File: src/common/usbirq_defines.svh
// register offsets, field positions, reset values and timing for the usb irq block
`ifndef USBIRQ_DEFINES_SVH
`define USBIRQ_DEFINES_SVH
`define USBIRQ_OFS_FLAG     4'h0
`define USBIRQ_OFS_ENABLE   4'h4
`define USBIRQ_OFS_CTRL     4'h8
`define USBIRQ_OFS_ADDR     4'hC
`define USBIRQ_IDX_FLAG     2'h0
`define USBIRQ_IDX_ENABLE   2'h1
`define USBIRQ_IDX_CTRL     2'h2
`define USBIRQ_IDX_ADDR     2'h3
`define USBIRQ_OFS_STAT     5'h10
`define USBIRQ_B_GOOD       7
`define USBIRQ_B_SETUP      5
`define USBIRQ_B_ERR        4
`define USBIRQ_B_SLEEP      3
`define USBIRQ_B_WAKE       2
`define USBIRQ_B_RESET      1
`define USBIRQ_B_SOF        0
`define USBIRQ_FLAG_MASK    8'hBF
`define USBIRQ_B_WSEEN      7
`define USBIRQ_B_RSEEN      6
`define USBIRQ_B_RESUME     3
`define USBIRQ_B_REGULATOR_OFF       2
`define USBIRQ_B_FSLEEP     1
`define USBIRQ_B_FRESET     0
`define USBIRQ_CTRL_RESET   4'h6
`define USBIRQ_ERR_NONE     3'h0
`define USBIRQ_PID_LOW      2'h1
`define USBIRQ_PID_SETUP    2'h3
`define USBIRQ_IDLE_MS      3
`define USBIRQ_CLK_KHZ      100000
`endif

File: src/common/usbirq_pkg.sv
// types shared by the usb irq block
package usbirq_pkg;
	typedef enum logic [1:0] {
		USBIRQ_ACTIVE  = 2'h0,
		USBIRQ_SLEEP   = 2'h1,
		USBIRQ_RESUME  = 2'h3
	} usbirq_state_t;
endpackage

File: src/rtl/usbirq_top.sv
// interrupt, control, address and status registers of the usb link
`timescale 1ns/1ps
`include "usbirq_defines.svh"

// Summary of operation
// - flags set only by hardware events; software writes only clear them
// - good transfer flag is OR of endpoint done flags, not clearable here
// - only error-free acknowledged transfers count as good
// - setup while control pipe done still set flags collision, status held
// - any bus error sets the error flag
// - more than 3 ms constant idle sets the sleep flag
// - idle check on after bus reset, off from forced sleep to resume end
// - activity during suspend sets wake flag, on its own wake output
// - bus reset sets reset flag and clears address and endpoint controls
// - each received frame start token sets the frame flag
// - interrupt when flag and enable set and cpu mask clear
// - control register shows resume seen and reset seen, read only
// - resume bit forces resume signalling until software clears it
// - power-down bit switches the transceiver regulator off
// - control register resets to 06h: regulator off, forced suspend
// - forced sleep bit entered by software, cleared by bus activity
// - forced reset holds link in reset; release raises reset flag
// - seven bit device address, top bit zero, cleared by usb reset
// - last control pipe token upper bits reported, low bits fixed 01
// - direction and endpoint number recorded on endpoint transfers
// - error code loaded on error, cleared when error flag cleared
module usbirq_top #(
	parameter int IDLE_CYCLES = (`USBIRQ_IDLE_MS * `USBIRQ_CLK_KHZ)
) (
	input  wire logic       clk_i,           // system clock
	input  wire logic       rst_i,           // synchronous reset
	input  wire logic       wb_cyc_i,        // wishbone cycle
	input  wire logic       wb_stb_i,        // wishbone strobe
	input  wire logic       wb_we_i,         // wishbone write
	input  wire logic [4:0] wb_adr_i,        // byte address
	input  wire logic [3:0] wb_sel_i,        // byte enables
	input  wire logic [31:0] wb_dat_i,       // write data
	output logic      [31:0] wb_dat_o,       // read data
	output logic            wb_ack_o,        // acknowledge
	input  wire logic       xfer_ok_i,       // good transfer finished
	input  wire logic       xfer_nak_i,      // answered with nak or stall
	input  wire logic [1:0] xfer_ep_i,       // endpoint of transfer
	input  wire logic       xfer_in_i,       // transfer direction in
	input  wire logic [1:0] xfer_pid_i,      // token upper pid bits
	input  wire logic [2:0] ep_done_i,       // endpoint done flags
	input  wire logic       err_i,           // bus error pulse
	input  wire logic [2:0] err_code_i,      // error kind
	input  wire logic       bus_idle_i,      // bus lines idle
	input  wire logic       bus_active_i,    // activity seen
	input  wire logic       bus_resume_i,    // resume seen on bus
	input  wire logic       bus_reset_i,     // reset sequence on bus
	input  wire logic       sof_i,           // frame start token
	input  wire logic       cpu_mask_i,      // cpu interrupt mask
	output logic            irq_o,           // main interrupt
	output logic            wake_irq_o,      // wake interrupt vector
	output logic            link_reset_o,    // endpoint reset
	output logic            resume_drive_o,  // drive resume on bus
	output logic            regulator_off_o, // regulator off
	output logic            suspend_o,       // link in suspend
	output logic [6:0]      dev_addr_o       // device address
);

	logic [7:0] irq_flag_reg_r;
	logic [7:0] irq_enable_reg_r;
	logic [3:0] link_control_reg_r;
	logic [6:0] device_addr_reg_r;
	logic [1:0] token_upper_bits_r;
	logic       dir_in_r;
	logic [1:0] endpoint_id_r;
	logic [2:0] err_code_r;
	logic       wake_seen_r;
	logic       reset_seen_r;
	logic       idle_en_r;
	logic       freset_q_r;
	logic [31:0] idle_cnt_r;
	usbirq_pkg::usbirq_state_t state_r;

	logic       wr_stb;
	logic       wr_flag;
	logic       wr_ctrl;
	logic       any_reset;
	logic       reset_done;
	logic       good_xfer;
	logic       setup_clash;
	logic       idle_hit;
	logic       wake_evt;
	logic [7:0] flag_view;
	logic [7:0] ctrl_view;
	logic [7:0] stat_view;
	logic [7:0] flag_nxt;

	// bus decode, one-cycle write strobe
	assign wr_stb = wb_cyc_i & wb_stb_i & wb_we_i & ~wb_ack_o & wb_sel_i[0];
	assign wr_flag = wr_stb & (wb_adr_i == {1'b0, `USBIRQ_OFS_FLAG});
	assign wr_ctrl = wr_stb & (wb_adr_i == {1'b0, `USBIRQ_OFS_CTRL});

	// link reset while forced or seen on the bus
	assign any_reset = bus_reset_i | link_control_reg_r[`USBIRQ_B_FRESET];
	assign reset_done = freset_q_r & ~link_control_reg_r[`USBIRQ_B_FRESET];

	// event qualification
	assign good_xfer = xfer_ok_i & ~xfer_nak_i;
	assign setup_clash = good_xfer & (xfer_ep_i == 2'h0) & ep_done_i[0]
		& (xfer_pid_i == `USBIRQ_PID_SETUP);
	assign idle_hit = idle_en_r & (idle_cnt_r == IDLE_CYCLES);
	assign wake_evt = (state_r == usbirq_pkg::USBIRQ_SLEEP) & bus_active_i;

	// read views
	assign flag_view = {|ep_done_i, 1'b0, irq_flag_reg_r[5:0]};
	assign ctrl_view = {wake_seen_r, reset_seen_r, 2'h0,
		link_control_reg_r};
	assign stat_view = {token_upper_bits_r, dir_in_r, endpoint_id_r,
		err_code_r};

	// next flag value: set wins over clear
	always_comb begin
		flag_nxt = irq_flag_reg_r;
		if (wr_flag) begin
			flag_nxt = irq_flag_reg_r & wb_dat_i[7:0];
		end
		if (setup_clash) begin
			flag_nxt[`USBIRQ_B_SETUP] = 1'b1;
		end
		if (err_i) begin
			flag_nxt[`USBIRQ_B_ERR] = 1'b1;
		end
		if (idle_hit) begin
			flag_nxt[`USBIRQ_B_SLEEP] = 1'b1;
		end
		if (wake_evt) begin
			flag_nxt[`USBIRQ_B_WAKE] = 1'b1;
		end
		if (bus_reset_i | reset_done) begin
			flag_nxt[`USBIRQ_B_RESET] = 1'b1;
		end
		if (sof_i) begin
			flag_nxt[`USBIRQ_B_SOF] = 1'b1;
		end
		flag_nxt = flag_nxt & `USBIRQ_FLAG_MASK & 8'h7F;
	end

	// interrupt flag register
	always_ff @(posedge clk_i) begin
		if (rst_i) begin
			irq_flag_reg_r <= 8'h00;
		end else begin
			irq_flag_reg_r <= flag_nxt;
		end
	end

	// interrupt enable register
	always_ff @(posedge clk_i) begin
		if (rst_i) begin
			irq_enable_reg_r <= 8'h00;
		end else if (wr_stb && wb_adr_i == {1'b0, `USBIRQ_OFS_ENABLE}) begin
			irq_enable_reg_r <= wb_dat_i[7:0] & `USBIRQ_FLAG_MASK;
		end
	end

	// control register, hardware clears forced sleep on activity
	always_ff @(posedge clk_i) begin
		if (rst_i) begin
			link_control_reg_r <= `USBIRQ_CTRL_RESET;
		end else begin
			if (wr_ctrl) begin
				link_control_reg_r <= wb_dat_i[3:0];
			end
			if (bus_active_i && link_control_reg_r[`USBIRQ_B_FSLEEP]) begin
				link_control_reg_r[`USBIRQ_B_FSLEEP] <= 1'b0;
			end
		end
	end

	// previous forced reset for release edge
	always_ff @(posedge clk_i) begin
		if (rst_i) begin
			freset_q_r <= 1'b0;
		end else begin
			freset_q_r <= link_control_reg_r[`USBIRQ_B_FRESET];
		end
	end

	// resume and reset seen indicators
	always_ff @(posedge clk_i) begin
		if (rst_i) begin
			wake_seen_r <= 1'b0;
			reset_seen_r <= 1'b0;
		end else if (state_r == usbirq_pkg::USBIRQ_SLEEP) begin
			if (bus_resume_i) begin
				wake_seen_r <= 1'b1;
			end
			if (bus_reset_i) begin
				reset_seen_r <= 1'b1;
			end
		end else if (state_r == usbirq_pkg::USBIRQ_ACTIVE) begin
			wake_seen_r <= 1'b0;
			reset_seen_r <= 1'b0;
		end
	end

	// suspend state: sleep, resume, active
	always_ff @(posedge clk_i) begin
		if (rst_i) begin
			state_r <= usbirq_pkg::USBIRQ_SLEEP;
		end else begin
			case (state_r)
			usbirq_pkg::USBIRQ_ACTIVE: begin
				if (idle_hit || link_control_reg_r[`USBIRQ_B_FSLEEP]) begin
					state_r <= usbirq_pkg::USBIRQ_SLEEP;
				end
			end
			usbirq_pkg::USBIRQ_SLEEP: begin
				if (bus_active_i || any_reset) begin
					state_r <= usbirq_pkg::USBIRQ_RESUME;
				end
			end
			usbirq_pkg::USBIRQ_RESUME: begin
				if (bus_idle_i && !link_control_reg_r[`USBIRQ_B_RESUME]) begin
					state_r <= usbirq_pkg::USBIRQ_ACTIVE;
				end
			end
			default: begin
				state_r <= usbirq_pkg::USBIRQ_SLEEP;
			end
			endcase
		end
	end

	// idle check enable
	always_ff @(posedge clk_i) begin
		if (rst_i) begin
			idle_en_r <= 1'b0;
		end else if (any_reset) begin
			idle_en_r <= 1'b1;
		end else if (link_control_reg_r[`USBIRQ_B_FSLEEP] || idle_hit) begin
			idle_en_r <= 1'b0;
		end else if (state_r == usbirq_pkg::USBIRQ_RESUME && bus_idle_i) begin
			idle_en_r <= 1'b1;
		end
	end

	// idle counter, saturates at the limit
	always_ff @(posedge clk_i) begin
		if (rst_i || !bus_idle_i || !idle_en_r) begin
			idle_cnt_r <= 32'h0;
		end else if (idle_cnt_r != IDLE_CYCLES) begin
			idle_cnt_r <= idle_cnt_r + 32'h1;
		end
	end

	// device address
	always_ff @(posedge clk_i) begin
		if (rst_i || any_reset) begin
			device_addr_reg_r <= 7'h00;
		end else if (wr_stb && wb_adr_i == {1'b0, `USBIRQ_OFS_ADDR}) begin
			device_addr_reg_r <= wb_dat_i[6:0];
		end
	end

	// transfer status fields
	always_ff @(posedge clk_i) begin
		if (rst_i) begin
			token_upper_bits_r <= 2'h0;
			dir_in_r <= 1'b0;
			endpoint_id_r <= 2'h0;
		end else if (good_xfer && !setup_clash) begin
			endpoint_id_r <= xfer_ep_i;
			if (xfer_ep_i == 2'h0) begin
				token_upper_bits_r <= xfer_pid_i;
			end else begin
				dir_in_r <= xfer_in_i;
			end
		end
	end

	// error code, cleared with the error flag
	always_ff @(posedge clk_i) begin
		if (rst_i) begin
			err_code_r <= `USBIRQ_ERR_NONE;
		end else if (err_i) begin
			err_code_r <= err_code_i;
		end else if (!flag_nxt[`USBIRQ_B_ERR]) begin
			err_code_r <= `USBIRQ_ERR_NONE;
		end
	end

	// wishbone answer one cycle after request
	always_ff @(posedge clk_i) begin
		if (rst_i) begin
			wb_ack_o <= 1'b0;
			wb_dat_o <= 32'h0;
		end else begin
			wb_ack_o <= wb_cyc_i & wb_stb_i & ~wb_ack_o;
			case (wb_adr_i)
			{1'b0, `USBIRQ_OFS_FLAG}:   wb_dat_o <= {24'h0, flag_view};
			{1'b0, `USBIRQ_OFS_ENABLE}: wb_dat_o <= {24'h0, irq_enable_reg_r};
			{1'b0, `USBIRQ_OFS_CTRL}:   wb_dat_o <= {24'h0, ctrl_view};
			{1'b0, `USBIRQ_OFS_ADDR}:   wb_dat_o <= {25'h0, device_addr_reg_r};
			`USBIRQ_OFS_STAT:           wb_dat_o <= {24'h0, stat_view};
			default:                    wb_dat_o <= 32'h0;
			endcase
		end
	end

	// registered outputs
	always_ff @(posedge clk_i) begin
		if (rst_i) begin
			irq_o <= 1'b0;
			wake_irq_o <= 1'b0;
			link_reset_o <= 1'b0;
			resume_drive_o <= 1'b0;
			regulator_off_o <= 1'b1;
			suspend_o <= 1'b1;
			dev_addr_o <= 7'h00;
		end else begin
			irq_o <= ~cpu_mask_i & |(flag_nxt & irq_enable_reg_r
				& ~(8'h1 << `USBIRQ_B_WAKE)
				| ({|ep_done_i, 7'h0} & irq_enable_reg_r));
			wake_irq_o <= ~cpu_mask_i & flag_nxt[`USBIRQ_B_WAKE]
				& irq_enable_reg_r[`USBIRQ_B_WAKE];
			link_reset_o <= any_reset;
			resume_drive_o <= link_control_reg_r[`USBIRQ_B_RESUME];
			regulator_off_o <= link_control_reg_r[`USBIRQ_B_REGULATOR_OFF];
			suspend_o <= (state_r == usbirq_pkg::USBIRQ_SLEEP);
			dev_addr_o <= device_addr_reg_r;
		end
	end
endmodule

File: config.mk
export PLATFORM = sky130hd
export DESIGN_NAME = usbirq_top
export DESIGN_NICKNAME = d
export VERILOG_FILES = /design/src/common/usbirq_pkg.sv /design/src/rtl/usbirq_top.sv
export VERILOG_INCLUDE_DIRS = /design/src /design/src/common
export SDC_FILE = /design/constraint.sdc
export NUM_CORES = 1
export LEC_CHECK = 0
export BUFFER_PORTS_ARGS = -buffer_cell sky130_fd_sc_hd__buf_2
export CORE_ASPECT_RATIO = 0.75
export CORE_MARGIN = 3
export CORE_UTILIZATION = 52
export DETAILED_ROUTE_END_ITERATION = 6
export PLACE_DENSITY = 0.82
export SKIP_LAST_GASP = 1
export SLEW_MARGIN = 5
export SYNTH_ARGS = -nofsm -noshare
export SYNTH_HDL_FRONTEND = slang
export SYNTH_SLANG_ARGS = --single-unit
File: constraint.sdc
create_clock -name clk_i -period 2.55 [get_ports clk_i]
set_input_delay 0.1275 -clock clk_i [delete_from_list [all_inputs] [get_ports clk_i]]
set_output_delay 0.1275 -clock clk_i [all_outputs]
set_load 0.05 [all_outputs]
## After elaboration in Yosys (flattened, before gate mapping)

Index checks and enable logic that the tools add are counted.
W data, S select, Z words.

| storage, ports and cells | value |
|---|---|
| bits in writable memories | 0 |
| bits in latches | 0 |
| bits in registers | 116 |
| output and inout port bits | 46 |
| bits of input ports | 66 |
| memories | 0 |
| bits in read-only memories | 0 |
| logic and storage cells | 120 |

| operators by class | value |
|---|---|
| order comparisons | 0 |
| bitwise operators | 28 |
| equality and inequality tests | 15 |
| div/mod/pow operators | 0 |
| multiply operators | 0 |
| shift operators | 0 |
| add/sub/neg operators | 1 |
| muxes and demuxes | 24 |
| reduce and logical (&&, ||, !) cells | 28 |

Operator list:

| operator | number |
|---|---|
| $pmux W8 S5 | 1 |
| $add A32 B1 Y32 const B | 1 |
| $eq A32 B19 Y1 const B | 1 |
| $ne A32 B19 Y1 const B | 1 |
| $and A1 B1 Y1 | 17 |
| $mux W1 | 15 |
| $eq A5 B4 Y1 const B | 2 |
| $ne A2 B2 Y1 const B | 5 |
| $and A6 B8 Y8 | 1 |
| $and A8 B8 Y8 | 1 |
| $mux W2 | 4 |
| $or A8 B8 Y8 | 1 |
| $reduce_and A2 Y1 | 4 |
| $reduce_or A8 Y1 | 1 |
| $and A6 B6 Y6 | 1 |
| $logic_and A1 B1 Y1 | 6 |
| $mux W3 | 2 |
| $mux W6 | 1 |
| $pmux W2 S3 | 1 |
| $eq A5 B3 Y1 const B | 1 |
| $eq A5 B5 Y1 const B | 1 |
| $logic_not A5 Y1 | 1 |
| $logic_or A1 B1 Y1 | 5 |
| $not A1 Y1 | 5 |
| other kinds (10) | 17 |

## Logic depth before layout (Yosys ltp)

| logic depth | value |
|---|---|
| depth after elaboration | 11 |
| mapped depth | 7 |
| mapped depth without buffers | 7 |

## Least setup slack after synthesis

OpenSTA, ideal clock, no wires.

| timing path | value |
|---|---|
| path type | register -> register |
| start | register wb_ack_o |
| end | register irq_o |
| setup time | 0.120 ns |
| data arrival time | 1.913 ns |
| period minus slack after synthesis | 2.033 ns |
| slack | 0.517 ns |
| data required time | 2.430 ns |
| path buffers | 1 |
| stages on the path, launching flop included | 7 |
| cells stage by stage | dfxtp_1 > nand3b_1 > or4_4 > buf_6 > nor3b_2 > o311ai_1 > o31a_1 |

| between the ends | value |
|---|---|
| longest elaborated chain between the ends | 10 |
| elaborated cells on any way between the ends | 14 |
| those cells by class | 6 x mux; 7 x bitwise; 1 x reduce/logical |

Ends and longest elaborated chain:

| what | RTL line | RTL |
|---|---|---|
| from (decl) | usbirq_top.sv:39 | `output logic wb_ack_o,` |
| from (signal assigned) | usbirq_top.sv:293 | `wb_ack_o <= wb_cyc_i & wb_stb_i & ~wb_ack_o;` |
| $not A1 Y1 (*) | usbirq_top.sv:93 | `assign wr_stb = wb_cyc_i & wb_stb_i & wb_we_i & ~wb_ack_o & wb_sel_i[0];` |
| $and A1 B1 Y1 (*) (2 in series) | usbirq_top.sv:93 |  |
| $and A1 B1 Y1 (*) | usbirq_top.sv:94 | `` assign wr_flag = wr_stb & (wb_adr_i == {1'b0, `USBIRQ_OFS_FLAG}); `` |
| $mux W6 (*) | usbirq_top.sv:118 | `if (wr_flag) begin` |
| $mux W1 (on tied branches) | - |  |
| $and A6 B8 Y8 (*) | usbirq_top.sv:316 | `irq_o <= ~cpu_mask_i & \|(flag_nxt & irq_enable_reg_r` |
| $or A8 B8 Y8 (*) | usbirq_top.sv:316 |  |
| $reduce_or A8 Y1 (*) | usbirq_top.sv:316 |  |
| $and A1 B1 Y1 (*) | usbirq_top.sv:316 |  |
| to (signal assigned) | usbirq_top.sv:316 |  |
| to (decl) | usbirq_top.sv:54 | `output logic irq_o,` |

Every way passes the cells marked *; elsewhere a longest branch is shown, timed or not.
A chain may end at the register's enable or synchronous reset.

## Worst setup path in the final report

| timing path | value |
|---|---|
| start | register idle_cnt_r[0] |
| end | register idle_cnt_r[1] |

| between the ends | value |
|---|---|
| longest elaborated chain between the ends | 1 |
| elaborated cells on any way between the ends | 2 |
| those cells by class | 1 x add/sub; 1 x eq/ne |

Ends and longest elaborated chain:

| what | RTL line | RTL |
|---|---|---|
| from (decl) | usbirq_top.sv:75 | `logic [31:0] idle_cnt_r;` |
| from (signal assigned) | usbirq_top.sv:247 | `idle_cnt_r <= idle_cnt_r + 32'h1;` |
| $add A32 B1 Y32 or $ne A32 B19 Y1 (tied branches) | usbirq_top.sv:247, usbirq_top.sv:246 |  |

Parallel ways exist; a longest one is shown, timed or not.

==> out/metrics.csv <==
stage;metric;value;unit
outcome;outcome;finished with violations;
outcome;failing checks;design-rule violations;
routing;vias post-DR;3524;
synth;EDFF count, synth;0;
min_path;Worst Hold Class;in2reg;
placement;Placer Congestion;0.921;
power;Static Leak;0.00176;uW
synth;post-synth cell types;55;
global_route;vias in the first global route;3106;
cts;H-tree depth;3;
power;clock power share;37.7;%
power;Sw Share;27.3;%
floorplanning;Die X;108;um
cts;clock root buffer;clkbuf_8;
placement;Final HPWL DP;7.01;mm
synth;#FFs+latches synth;92;
routing;Post-Route WL;9.60;mm
finish;Final Net Count;574;
finish;design area;4580;um^2
setup_path;Crit Path Class;reg2reg;
cts;clock sink count;92;
routing;Iter 0 DRT Violations;279;
global_route;initial antenna violation count;0;
setup_path;worst-path fanout max;4;
timing;final setup margin;0.531;ns
synth;Main synth FF type;dfxtp_1;
finish;Diodes inserted;0;
power;Sw Pwr;749;uW
synth;Netlist Area Pre-Place;4040;um^2
power;Pwr Total;2740;uW
floorplanning;Initial Util;54.4;%
floorplanning;full die area;8880;um^2
timing;Hold Vio Cnt, Final;0;
timing;Worst Skew;0.0142;ns
finish;area added between synthesis and finish;13.1;%
setup_path;Req. time, crit path;2.80;ns
floorplanning;Cell Rows;27;
routing;number of routed nets with antenna violations;0;
power;Internal;1990;uW
routing;WL per Instance;15.7;um
routing;first drt pass iteration count;7;
global_route;gr ovfl total;0;
routing;Vias/cell;5.76;
cts;clock latency on the worst-skew pair;0.36;ns
placement;pre-CTS setup slack;0.562;ns
power;combinational power share;8.4;%
cts;Num CTS Buffers;9;
min_path;hold-critical path depth;4;
floorplanning;die extent in y;82.4;um
timing;highest clock rate;0.495;GHz
cts;TritonCTS clock tree;built;
global_route;Total GRT Usage;22.0;%
setup_path;R2R depth;8;
global_route;first-pass GRT wire length;15.2;mm
timing;crit path time final;2.02;ns
power;Worst IR Drop VDD;0.312;mV
setup_path;crit path capture type;flip-flop;
timing;sum of negative setup slack;0;ns
power;pwr/cell area;599;nW/um^2
timing;final setup violation count;0;
timing;Slew Limit Fails;0;
cts;CTS max path bufs;2;
routing;DRC;4;
finish;layout cell share with drive strength beyond 1;19.2;%
global_route;largest net degree at the start of global routing;33;
placement;Post-DP Area;4350;um^2
cts;clock-pin slew on the worst setup and hold paths;0.10;ns
finish;fillers;630;
synth;post-synthesis sequential area ratio;45.5;%
synth;Async SR Flop Fraction;0;%
timing;Min Hold Slack;0.0193;ns
timing;Slew @ Worst Pin;0.716;ns
floorplanning;number of I/O pins;112;
cts;PostCTS Resize Cnt;0;
synth;Avg Synthesized Cell Area;9.11;um^2
placement;Buffers on Ports;60;
floorplanning;core area;7430;um^2
timing;RSZ-0062 raised after global routing;false;
synth;Post-Synthesis Cells;444;
power;Seq pwr share;53.8;%
timing;fin crit share;79.2;%
setup_path;kind of start point of the critical path;flip-flop;
timing;Slew headroom;52.1;%
synth;Synth warnings;0;
flow_run;total of max-cap violations;0;
setup_path;WP data arrival;2.26;ns
==> cells in the final DEF, fill, tap and decap left out, drive strengths merged, types with 7 or more instances in the layout <==
cell	netlist	routed
a22oi	7	7
nor2b	11	11
nand4	12	12
xnor2	9	9
mux2i	19	19
o21ai	14	14
conb	1	24
clkbuf	13	9
nand3	13	13
nor3	7	7
or3	11	11
buf	28	67
a21oi	30	30
nor2	57	57
xor2	14	14
dfxtp	92	92
inv	11	16
nand2	27	27
and3	8	8
a222oi	7	7
==> flip-flops by register name, indices dropped and copies added (netlist names), 2 cells and up <==
| name | count |
|---|---|
| dev_addr_o | 7 |
| device_addr_reg_r | 7 |
| irq_flag_reg_r | 6 |
| state_r | 2 |
| link_control_reg_r | 4 |
| err_code_r | 3 |
| wb_dat_o | 8 |
| token_upper_bits_r | 2 |
| irq_enable_reg_r | 7 |
| endpoint_id_r | 2 |
| idle_cnt_r | 32 |
==> critical path, cell delays in order, from the launching register on <==
cell and delay (ns):
dfxtp_1 0.35, inv_1 0.10, ha_1 0.16, nor4b_1 0.25
nand4_1 0.21, nor4_2 0.40, buf_4 0.21, mux2i_1 0.19
nor2_1 0.05
==> Yosys cell counts (2+ instances only) <==
library cell  number  area [um^2]
xor2_1            14          123
dfxtp_1           92         1840
inv_1             11         41.3
xnor2_1            9         78.8
o221a_2            4         45.0
a21oi_1           30          150
clkbuf_1          13         48.8
nand2_1           27          101
nand3_1           13         65.1
nand4_1           12         75.1
or2_2              4         25.0
a222oi_1           7         70.1
o31a_1             3         26.3
nor4b_1            4         35.0
ha_1               2         25.0
nor4_1             4         25.0
nor2_1            57          214
nor2b_1           11         68.8
nor3_1             7         35.0
o21ai_0           14         70.1
or4_1              2         15.0
buf_4             25          188
a22oi_1            7         52.6
buf_6              2         22.5
or3_1             10         62.6
o211a_1            2         20.0
and3_1             8         50.1
mux2i_1           19          190
and4_1             5         43.8
==> cells by family (layout without fill, tap and decap cells) <==
logic type | after synthesis | in the layout | share of synthesized area [%]
XOR/XNOR | 23 | 23 | 4.98
other | 1 | 24 | 0.0927
flip-flops | 92 | 92 | 45.5
multiplexers | 19 | 19 | 4.70
buffers and inverters | 53 | 97 | 7.64
AND/OR/NAND/NOR | 176 | 176 | 23.1
adder cells (fa/ha/maj) | 2 | 2 | 0.619
AO/OA/AOI/OAI | 78 | 78 | 13.4
==> worst paths after layout <==
kind	start	to	slack [ns]
hold reg to reg	irq_enable_reg_r[2]$_SDFFE_PP0P_	wake_irq_o$_SDFF_PP0_	0.45
setup reg to reg	idle_cnt_r[0]$_SDFFE_PP0P_	idle_cnt_r[1]$_SDFFE_PP0P_	0.53
setup / recovery	idle_cnt_r[0]$_SDFFE_PP0P_	idle_cnt_r[1]$_SDFFE_PP0P_	0.53
hold / removal	cpu_mask_i	wake_irq_o$_SDFF_PP0_	0.02
==> power by group through the flow <==
stage / Clock, uW / Combinational (uW) / Sequential [uW]
5_1_grt: 1120 / 244 / 1480
3_5_place_dp: 0 / 224 / 1510
6_report: 1040 / 231 / 1480
4_1_cts: 1060 / 227 / 1480
2_1_floorplan: 0 / 175 / 1510
3_3_place_gp: 0 / 218 / 1510
==> stage by stage <==
step	util, %	std cells
3_3_place_gp	58.5	594
4_1_cts	61.6	612
5_1_grt	61.6	612
2_1_floorplan	-	467
6_report	61.6	612
3_5_place_dp	58.5	594
==> repair_timing <==
action                    4_1_cts  5_1_grt
buffers inserted                0        0
hold buffers                    2        0
hold endpoints to repair        2        0
==> layer usage <==
layer | routed length, um | vias to the layer above | GRT usage (%)
li1 | - | 1666 | -
met1 | 4180 | 1646 | 31.0
met2 | 4210 | 196 | 33.6
met3 | 1070 | 16 | 5.05
met4 | 143 | 0 | 7.31
met5 | 0 | - | 0
==> cell type report <==
class | count | area, um^2 | share of cell area (%)
multi-input cells | 322 | 1980 | 43.3
flip-flops and latches | 92 | 1840 | 40.3
repair buffers | 69 | 373 | 8.15
well taps | 101 | 126 | 2.76
clock buffers | 9 | 124 | 2.71
clock inverters | 7 | 86.3 | 1.89
inverters | 12 | 45.0 | 0.984
Note: power is estimated with default switching activity, not from simulation.
